===== config.mk =====
export PLATFORM = sky130hd
export DESIGN_NAME = incexec_core
export DESIGN_NICKNAME = d
export VERILOG_FILES = /design/src/pkg/incexec_pkg.sv /design/src/rtl/incexec_core.sv /design/src/rtl/incexec_decode.sv
export SDC_FILE = /design/constraint.sdc
export NUM_CORES = 1
export LEC_CHECK = 0
export BUFFER_PORTS_ARGS = -buffer_cell sky130_fd_sc_hd__buf_2
export CORE_MARGIN = 5
export CORE_UTILIZATION = 48
export DETAILED_ROUTE_END_ITERATION = 12
export GPL_TIMING_DRIVEN = 1
export PLACE_DENSITY = 0.89
export SETUP_SLACK_MARGIN = 0.05
export SKIP_CTS_REPAIR_TIMING = 1
export SLEW_MARGIN = 0
export SYNTH_ARGS = -nofsm -noshare
export SYNTH_HDL_FRONTEND = slang
export SYNTH_SLANG_ARGS = --single-unit

===== constraint.sdc =====
create_clock -name core_clk_in -period 4.5 [get_ports core_clk_in]
set_clock_uncertainty 0.1 [all_clocks]
set_input_delay 0.9 -clock core_clk_in [delete_from_list [all_inputs] [get_ports core_clk_in]]
set_output_delay 0.9 -clock core_clk_in [all_outputs]
set_load 0.1 [all_outputs]

===== src/pkg/incexec_pkg.sv =====
// constants and carrier types for the increment / or-immediate execution block
package incexec_pkg;

    // ************************************************************
    // instruction encoding
    // ************************************************************
    localparam int          INSTR_W          = 14;
    localparam int          DATA_W           = 8;
    localparam int          ADDR_W           = 7;
    localparam int          OPC_MSB          = 13;
    localparam int          OPC_LSB          = 8;
    localparam int          DEST_BIT         = 7;
    localparam logic [5:0]  OPC_INC_SKIP     = 6'h0F;
    localparam logic [5:0]  OPC_INC_REG      = 6'h0A;
    localparam logic [5:0]  OPC_OR_IMM       = 6'h38;
    localparam logic        DEST_ACCUM       = 1'b0;

    // ************************************************************
    // reset values
    // ************************************************************
    localparam logic [7:0]  ACCUM_RESET      = 8'h00;
    localparam logic        NULL_FLAG_RESET  = 1'b0;

    typedef enum logic [1:0]
    {
        OP_NONE,
        OP_INC_SKIP,
        OP_INC_REG,
        OP_OR_IMM
    } op_kind_t;

    // file register write request
    typedef struct packed
    {
        logic                  wr_en;
        logic [ADDR_W-1:0]     addr;
        logic [DATA_W-1:0]     data;
    } file_wr_t;

    // decoded instruction
    typedef struct packed
    {
        op_kind_t              kind;
        logic                  dest_file;
        logic [ADDR_W-1:0]     addr;
        logic [DATA_W-1:0]     imm;
    } decoded_t;

endpackage


===== src/rtl/incexec_core.sv =====
// execution of increment-skip, increment and or-immediate instructions
`timescale 1ns/1ps
module incexec_core
    import incexec_pkg::*;
(
    // clock and reset
    input  wire logic               core_clk_in,
    input  wire logic               rst_in,
    // instruction stream
    input  wire logic               instr_valid_in,
    input  wire logic [INSTR_W-1:0] instr_in,
    // file register read data for the addressed register
    input  wire logic [DATA_W-1:0]  file_rd_data_in,
    // file register address and write request
    output logic [ADDR_W-1:0]       file_rd_addr_out,
    output file_wr_t                file_wr_out,
    // architectural state
    output logic [DATA_W-1:0]       accum_out,
    output logic                    null_flag_out,
    // sequencing
    output logic                    squash_out,
    output logic                    executed_out
);

    decoded_t           dec;
    logic [DATA_W-1:0]  inc_result;
    logic [DATA_W-1:0]  or_result;
    logic [DATA_W-1:0]  accum_reg;
    logic [DATA_W-1:0]  accum_next;
    logic               null_flag_reg;
    logic               null_flag_next;
    logic               squash_reg;
    logic               squash_next;
    logic               executing;
    file_wr_t           file_wr_reg;
    file_wr_t           file_wr_next;
    logic               executed_reg;

    // ************************************************************
    // decode and datapath
    // ************************************************************
    incexec_decode incexec_decode_inst
    (
        .instr_in (instr_in),
        .dec_out  (dec)
    );

    // a squashed slot runs as an idle op
    assign executing        = instr_valid_in && !squash_reg;
    assign file_rd_addr_out = dec.addr;
    assign inc_result       = file_rd_data_in + 8'h01;
    assign or_result        = accum_reg | dec.imm;

    always_comb
    begin
        accum_next          = accum_reg;
        null_flag_next      = null_flag_reg;
        squash_next         = 1'b0;
        file_wr_next.wr_en  = 1'b0;
        file_wr_next.addr   = dec.addr;
        file_wr_next.data   = inc_result;
        if (executing)
        begin
            unique case (dec.kind)
                OP_INC_SKIP:
                begin
                    if (dec.dest_file == DEST_ACCUM)
                    begin
                        accum_next = inc_result;
                    end
                    else
                    begin
                        file_wr_next.wr_en = 1'b1;
                    end
                    squash_next = (inc_result == 8'h00);
                end
                OP_INC_REG:
                begin
                    if (dec.dest_file == DEST_ACCUM)
                    begin
                        accum_next = inc_result;
                    end
                    else
                    begin
                        file_wr_next.wr_en = 1'b1;
                    end
                    null_flag_next = (inc_result == 8'h00);
                end
                OP_OR_IMM:
                begin
                    accum_next     = or_result;
                    null_flag_next = (or_result == 8'h00);
                end
                OP_NONE:
                begin
                end
            endcase
        end
    end

    // ************************************************************
    // state registers
    // ************************************************************
    always_ff @(posedge core_clk_in or posedge rst_in)
    begin
        if (rst_in)
        begin
            accum_reg <= ACCUM_RESET;
        end
        else
        begin
            accum_reg <= accum_next;
        end
    end

    always_ff @(posedge core_clk_in or posedge rst_in)
    begin
        if (rst_in)
        begin
            null_flag_reg <= NULL_FLAG_RESET;
        end
        else
        begin
            null_flag_reg <= null_flag_next;
        end
    end

    // squash holds until the next valid slot has been consumed
    always_ff @(posedge core_clk_in or posedge rst_in)
    begin
        if (rst_in)
        begin
            squash_reg <= 1'b0;
        end
        else if (instr_valid_in)
        begin
            squash_reg <= squash_next;
        end
    end

    always_ff @(posedge core_clk_in or posedge rst_in)
    begin
        if (rst_in)
        begin
            file_wr_reg <= '0;
        end
        else
        begin
            file_wr_reg <= file_wr_next;
        end
    end

    always_ff @(posedge core_clk_in or posedge rst_in)
    begin
        if (rst_in)
        begin
            executed_reg <= 1'b0;
        end
        else
        begin
            executed_reg <= executing && (dec.kind != OP_NONE);
        end
    end

    assign accum_out     = accum_reg;
    assign null_flag_out = null_flag_reg;
    assign squash_out    = squash_reg;
    assign file_wr_out   = file_wr_reg;
    assign executed_out  = executed_reg;
endmodule


===== src/rtl/incexec_decode.sv =====
// instruction word decoder for the execution block
`timescale 1ns/1ps
module incexec_decode
    import incexec_pkg::*;
(
    // instruction word
    input  wire logic [INSTR_W-1:0] instr_in,
    // decoded fields
    output decoded_t                dec_out
);

    logic [5:0] opcode;

    assign opcode = instr_in[OPC_MSB:OPC_LSB];

    always_comb
    begin
        dec_out.dest_file = instr_in[DEST_BIT];
        dec_out.addr      = instr_in[ADDR_W-1:0];
        dec_out.imm       = instr_in[DATA_W-1:0];
        if (opcode == OPC_INC_SKIP)
        begin
            dec_out.kind = OP_INC_SKIP;
        end
        else if (opcode == OPC_INC_REG)
        begin
            dec_out.kind = OP_INC_REG;
        end
        else if (opcode == OPC_OR_IMM)
        begin
            dec_out.kind = OP_OR_IMM;
        end
        else
        begin
            dec_out.kind = OP_NONE;
        end
    end

endmodule


After elaboration in Yosys (flattened, before gate mapping)

Index checks and enable logic that the tools add are counted.

Bits in registers: 27
Output and inout port bits: 34
Word-level logic and storage cells: 38

$add $sub $neg: 1
Multiplexer cells: 11
Reduce and logical (&&, ||, !) cells: 11
Equal/unequal tests: 7
Bitwise logic cells: 1

Operators with widths:

| cell                | number |
|---|---|
| $logic_not 8->1     | 2 |
| $pmux 8 s2          | 1 |
| $eq 6x4->1 const B  | 2 |
| $add 8x1->8 const B | 1 |
| $mux 8              | 1 |
| $or 8x8->8          | 1 |
| $eq 6x6->1 const B  | 1 |
| $mux 2              | 3 |
| $reduce_bool 2->1   | 3 |
| $mux 1              | 5 |
| $eq 2x2->1 const B  | 2 |
| $reduce_and 3->1    | 1 |
| $eq 2x1->1 const B  | 1 |
| $logic_and 1x1->1   | 2 |
| $ne 2x2->1 const B  | 1 |
| $pmux 1 s2          | 1 |
| $reduce_and 2->1    | 1 |
| $reduce_or 2->1     | 1 |
| $logic_not 1->1     | 1 |

Logic depth before layout (Yosys ltp)

Gate-level depths: netlist of the first run.

Word-level depth: 8
Depth in mapped cells: 6
Depth with buffers taken out: 5

Cells and area by module

Synthesis of the first run repeated with hierarchy kept, for this count alone.

Cells, all modules: 134
Area, all modules: 1351.3 um^2

Modules (own cells, without submodules):

| module         | cells each | times used | area each (um^2) | seq. area each (um^2) |
|---|---|---|---|---|
| incexec_core   | 111        | 1          | 1179.9           | 675.6 |
| incexec_decode | 23         | 1          | 171.4            | 0.0 |

Worst setup path before layout of the first run

Ideal clock, no wire load.

Kind: input-to-output
From: input instr_in[0]
To: output file_rd_addr_out[0]
Path slack: 2.337 ns
Path buffers: 1
Stages on the path: 1
Data arrival time: 1.163 ns
Cells stage by stage: buf_4

RTL lines:

| item        | RTL line           | source |
|---|---|---|
| from (decl) | incexec_core.sv:11 | `input wire logic [INSTR_W-1:0] instr_in,` |
| to (decl)   | incexec_core.sv:15 | `output logic [ADDR_W-1:0] file_rd_addr_out,` |

No word-level cell between the ends.

Worst setup path after layout of the first run

From: input instr_in[1]
To: output file_rd_addr_out[1]

No word-level cell between the ends.

==> flow_metrics.env, run 1 <==
export IMPL_status="finished, final reports clean"
export IMPL_diodes=0
export IMPL_tns_ps=0
export IMPL_nFillCells=192
export IMPL_ios=59
export IMPL_switching_share=0.517
export IMPL_first_pass_iters=4
export IMPL_layout_drive_gt1_share=0.455
export IMPL_slew_headroom=0.350
export IMPL_htreeDepth=1
export IMPL_layout_min_cycle_time_ps=2450
export IMPL_cpPeakStageDelay_ps=430
export IMPL_final_net_count=183
export IMPL_clkPwrFrac=0.142
export IMPL_setup_slack_ps=2050
export IMPL_globalplace_congestion=0.807
export IMPL_holdCritPathClass="flip-flop to flip-flop"
export IMPL_cp_max_fo=4
export IMPL_clk_latency_ps=340
export IMPL_cts_max_path_buffers=2
export IMPL_drt_iter0_markers=47
export IMPL_grt_pass1_wl_um=4350
export IMPL_crit_buf_inv=2
export IMPL_grt_pass1_vias=996
export IMPL_dieArea_um2=3600
export IMPL_yosysSeqAreaShare=0.563
export IMPL_async_reset_ff_frac=1.00
export IMPL_synth_seq_cells=27
export IMPL_syn_inst=102
export IMPL_p_switching_w=0.000386
export IMPL_die_w_um=60.0
export IMPL_yosysWarnings=0
export IMPL_path_cells="buf_2 > buf_2"
export IMPL_period_share=0.545
export IMPL_num_vias=1011
export IMPL_synth_nets=128
export IMPL_intPower_w=0.000361
export IMPL_yosys_area_top_type="dfrtp_1"
export IMPL_post_dp_hpwl_um=2290
export IMPL_dp_cells=182
export IMPL_drtAntennaViolNets=0
export IMPL_grt_overflow=0
export IMPL_num_rows=18
export IMPL_cpMostUsedCell="buf_2"
export IMPL_hold_viol=0
export IMPL_syn_avg_cell_area_um2=11.8
export IMPL_worst_pin_slew_ps=974
export IMPL_netlist_top_cells_count="dfrtp_1 (27), o21a_1 (8), buf_4 (7), nand3_1 (7), nand2_1 (5)"
export IMPL_clkTransAtPathRegs_ps=130
export IMPL_cts_root_buf="clkbuf_4"
export IMPL_yosysTopAreaCellShare=0.563
export IMPL_vias_per_cell=5.44
export IMPL_irDropWorstVdd_mv=0.296
export IMPL_path_delay_family="buffers and inverters"
export IMPL_grt_max_degree=28
export IMPL_routedWlPerCell_um=15.1
export IMPL_initial_core_util=0.494
export IMPL_ys_types=29
export IMPL_wirelength_um=2820
export IMPL_slowest_stage="buf_2"
export IMPL_port_buffers=58
export IMPL_area_growth_pct=25.0
export IMPL_leakage_nw=0.718
export IMPL_pre_cts_ws_ps=2030
export IMPL_synth_ff_type="dfrtp_1"
export IMPL_syn_area_um2=1200
export IMPL_die_h_um=60.0
export IMPL_worstPathArrival_ps=1450
export IMPL_core_area_um2=2430
export IMPL_synth_edf_count=0
export IMPL_setup_viol=0
export IMPL_track_usage=0.164
export IMPL_crit_type="primary input to output port"
export IMPL_final_util=0.617
export IMPL_cts_tree="built"
export IMPL_start_kind="primary input"
export IMPL_rsz0062_at_grt="no"
export IMPL_clock_fmax_mhz=408
export IMPL_cts_inserted_buffers=3
export IMPL_cap_violations=0
export IMPL_yosysMostFrequentCell="dfrtp_1"
export IMPL_antenna_found_initial=0
export IMPL_synth_area_leaders="dfrtp_1 (56%), o21a_1 (5.0%), buf_4 (4.4%)"
export IMPL_final_seq_area_um2=676
export IMPL_total_power_w=0.000746
export IMPL_multi_input_area_um2=453
export IMPL_endpoint_kind="output port"
export IMPL_drc=0
export IMPL_p_seq_frac=0.389
export IMPL_instances_no_fill=186
export IMPL_clkSinkCount=27
export IMPL_p_comb_frac=0.469
export IMPL_required_ps=3500
export IMPL_power_density_nw_per_um2=497
export IMPL_drv_slew=0
==> metrics by stage <==
step	area, um2	hold slack, ps
after floorplan	1200	831
after global placement	1470	375
after detailed placement	1470	402
after CTS	1500	433
after global routing	1500	468
final	1500	428
==> worst paths after layout <==
kind	cells after the start	endpoint	slack, ps	from
worst max-delay path	2	file_rd_addr_out[1]	2050	instr_in[1]
worst max register to register	5	null_flag_out$_DFFE_PP0P_	2910	accum_out[3]$_DFFE_PP0P_
worst min register to register	2	null_flag_out$_DFFE_PP0P_	430	null_flag_out$_DFFE_PP0P_
min in group asynchronous	2	accum_out[6]$_DFFE_PP0P_	660	rst_in
max in group asynchronous	2	squash_out$_DFFE_PP0P_	3040	rst_in
worst min-delay path	2	null_flag_out$_DFFE_PP0P_	430	null_flag_out$_DFFE_PP0P_
==> registers in the layout, indices dropped and copies added (netlist names) <==
| name | cells |
|---|---|
| accum_out | 8 |
| squash_out | 1 |
| file_wr_out | 16 |
| null_flag_out | 1 |
| executed_out | 1 |
==> power by group through the flow <==
stage / clock network [W] / logic, W / registers (W)
2_1_floorplan: 0 / 0.0000690 / 0.000513
3_3_place_gp: 0 / 0.000346 / 0.000295
3_5_place_dp: 0 / 0.000351 / 0.000295
4_1_cts: 0.000106 / 0.000351 / 0.000290
5_1_grt: 0.000115 / 0.000360 / 0.000294
6_report: 0.000106 / 0.000350 / 0.000291
==> cell families after synthesis <==
family / count (synthesis) / share of synthesized area
fa+ha+maj: 1 / 0.0104
buf+inv: 12 / 0.0604
simple gates: 31 / 0.151
compound gates: 25 / 0.172
flops: 27 / 0.563
xor+xnor: 6 / 0.0438
==> cell type report <==
cell class	count	share of cell area
clock buffer	3	0.0150
clock inverter	1	0.00500
inverter	4	0.0100
multi-input combinational	63	0.302
sequential	27	0.450
tap	30	0.0250
timing repair buffer	58	0.193
==> layer usage <==
| layer | vias to the layer above | global-route usage | part of all wire |
|---|---|---|---|
| li1 | 475 | - | - |
| met1 | 480 | 0.191 | 0.38 |
| met2 | 49 | 0.281 | 0.49 |
| met3 | 7 | 0.0324 | 0.10 |
| met4 | 0 | 0.0886 | 0.023 |
| met5 | - | 0 | 0 |
==> tightest hold or removal path, delay by kind of cell, from the launching register on <==
| family | cells | cell delay (ps) |
|---|---|---|
| compound gates | 1 | 70 |
| flops | 1 | 380 |
| simple gates | 1 | 50 |
==> layout by cell type (no fill, tap or decap), drive strengths merged, types with 4 or more instances in the layout <==
cell	n
buf	58
nor4	4
o22a	8
nand2	6
o21a	8
inv	4
dfrtp	27
nor2	4
nand3	7
Power figures use the tool's default switching activity.
==> inputs of run 2 (changes only) <==
--- a/config.mk
+++ b/config.mk
@@ -7,10 +7,10 @@
 export LEC_CHECK = 0
 export BUFFER_PORTS_ARGS = -buffer_cell sky130_fd_sc_hd__buf_2
 export CORE_MARGIN = 5
-export CORE_UTILIZATION = 48
+export CORE_UTILIZATION = 40
 export DETAILED_ROUTE_END_ITERATION = 12
 export GPL_TIMING_DRIVEN = 1
-export PLACE_DENSITY = 0.89
+export PLACE_DENSITY = 0.8
 export SETUP_SLACK_MARGIN = 0.05
 export SKIP_CTS_REPAIR_TIMING = 1
 export SLEW_MARGIN = 0
==> constraint.sdc (replaced) <==
create_clock -name core_clk_in -period 2.18 [get_ports core_clk_in]
set_clock_uncertainty 0.1 [all_clocks]
set_input_delay 0.436 -clock core_clk_in [delete_from_list [all_inputs] [get_ports core_clk_in]]
set_output_delay 0.436 -clock core_clk_in [all_outputs]
set_load 0.1 [all_outputs]
==> run 2 against run 1 <==
  * Design area up 0.42%
  * Utilization fell by 8.4 points
  * Power up 100%
  * Sequential share of layout area fell by 0.19 points
  * Register-to-register slack worse by 2300 ps
  * Count of clock-buffer cells in the layout unchanged
  * Via count is 5.6% lower
  * Final cell count up 1.1%
  * Global-route usage is 3.1 points lower
  * Critical path depth fell by 1
  * Critical endpoint is now accum_out[6]
==> flow_metrics.env, run 2 (synthesis gave the netlist of run 1 again) <==
export IMPL_dp_cells=184
export IMPL_path_cells="buf_2"
export IMPL_port_buffers=58
export IMPL_globalplace_congestion=0.747
export IMPL_cts_tree="built"
export IMPL_irDropWorstVdd_mv=0.335
export IMPL_die_h_um=64.8
export IMPL_track_usage=0.132
export IMPL_cts_max_path_buffers=2
export IMPL_p_switching_w=0.000781
export IMPL_power_density_nw_per_um2=1010
export IMPL_final_util=0.533
export IMPL_cts_root_buf="clkbuf_4"
export IMPL_worstPathArrival_ps=1160
export IMPL_cp_max_fo=3
export IMPL_drt_iter0_markers=26
export IMPL_wirelength_um=2700
export IMPL_r2r_end="null_flag_out$_DFFE_PP0P_"
export IMPL_tns_ps=0
export IMPL_drc=0
export IMPL_first_pass_iters=4
export IMPL_die_w_um=64.8
export IMPL_cts_inserted_buffers=3
export IMPL_grt_overflow=0
export IMPL_grt_max_degree=28
export IMPL_r2r_cells=5
export IMPL_area_growth_pct=25.5
export IMPL_initial_core_util=0.425
export IMPL_clkPwrFrac=0.133
export IMPL_status="finished, final reports clean"
export IMPL_drv_slew=0
export IMPL_path_delay_family="buffers and inverters"
export IMPL_required_ps=1640
export IMPL_dieArea_um2=4200
export IMPL_cap_violations=0
export IMPL_final_net_count=184
export IMPL_core_area_um2=2830
export IMPL_grt_pass1_vias=967
export IMPL_holdCritPathClass="primary input to asynchronous set/reset pin"
export IMPL_vias_per_cell=5.07
export IMPL_final_common_cell="buf_2"
export IMPL_num_vias=954
export IMPL_worst_pin_slew_ps=496
export IMPL_setup_viol=0
export IMPL_cpPeakStageDelay_ps=440
export IMPL_ios=59
export IMPL_crit_type="flip-flop to output port"
export IMPL_rsz0062_at_grt="no"
export IMPL_most_common_layout_cells="buf_2 (58), dfrtp_1 (27), o21a_1 (8)"
export IMPL_drtAntennaViolNets=0
export IMPL_clkTransAtPathRegs_ps=140
export IMPL_hold_viol=0
export IMPL_crit_buf_inv=1
export IMPL_clk_latency_ps=310
export IMPL_start_kind="flip-flop"
export IMPL_layout_min_cycle_time_ps=1700
export IMPL_slew_headroom=0.672
export IMPL_p_seq_frac=0.394
export IMPL_endpoint_kind="output port"
export IMPL_routedWlPerCell_um=14.3
export IMPL_grt_pass1_wl_um=4480
export IMPL_switching_share=0.512
export IMPL_clkSinkCount=27
export IMPL_diodes=0
export IMPL_slowest_stage="buf_2"
export IMPL_layout_drive_gt1_share=0.459
export IMPL_period_share=0.778
export IMPL_htreeDepth=1
export IMPL_reg2reg_from="squash_out$_DFFE_PP0P_"
export IMPL_clock_fmax_mhz=590
export IMPL_intPower_w=0.000744
export IMPL_r2r_slack_ps=630
export IMPL_p_comb_frac=0.472
export IMPL_num_rows=19
export IMPL_instances_no_fill=188
export IMPL_largest_reg_flops=16
export IMPL_post_dp_hpwl_um=2280
export IMPL_leakage_nw=0.727
export IMPL_antenna_found_initial=0
==> run 2: cell type report <==
cell class	count	area [um2]
Sequential cell	27	676
Clock inverter	1	5.00
Fill cell	254	1320
Inverter	4	15.0
Timing Repair Buffer	59	298
Clock buffer	3	22.5
Tap cell	31	38.8
Multi-Input combinational cell	63	453
==> run 2: layer usage <==
metal | global-route usage | vias to the layer above | part of all wire
met1 | 0.165 | 446 | 0.40
met2 | 0.236 | 32 | 0.52
met4 | 0.0396 | 0 | 0.018
met5 | 0 | - | 0
met3 | 0.0207 | 4 | 0.064
li1 | - | 472 | -
==> run 2: power by group through the flow <==
stage	sequential [W]	combinational, W	clock (W)
5_1_grt	0.000610	0.000742	0.000238
4_1_cts	0.000602	0.000724	0.000210
3_5_place_dp	0.000613	0.000723	0
6_report	0.000601	0.000720	0.000203
2_1_floorplan	0.00106	0.000142	0
3_3_place_gp	0.000610	0.000717	0
==> run 2: worst max-delay path by stage <==
stage / startpoint / to / depth (start not counted) / slack [ps]
finish: accum_out[6]$_DFFE_PP0P_ / accum_out[6] / 1 / 480
global route: accum_out[6]$_DFFE_PP0P_ / accum_out[6] / 1 / 410
floorplan: squash_out$_DFFE_PP0P_ / null_flag_out$_DFFE_PP0P_ / 5 / 220
detailed placement: instr_in[8] / accum_out[3]$_DFFE_PP0P_ / 5 / 280
CTS: accum_out[6]$_DFFE_PP0P_ / accum_out[6] / 1 / 470
global placement: instr_in[8] / accum_out[2]$_DFFE_PP0P_ / 5 / 330
==> run 2: per-stage QoR <==
step / setup slack, ps / power, W / area [um2] / hold WS, ps
floorplan: 221 / 0.00120 / 1200 / 367
global placement: 327 / 0.00133 / 1480 / 373
detailed placement: 281 / 0.00134 / 1480 / 381
CTS: 470 / 0.00154 / 1510 / 51.8
global route: 412 / 0.00159 / 1510 / 62.2
finish: 484 / 0.00152 / 1510 / 51.2
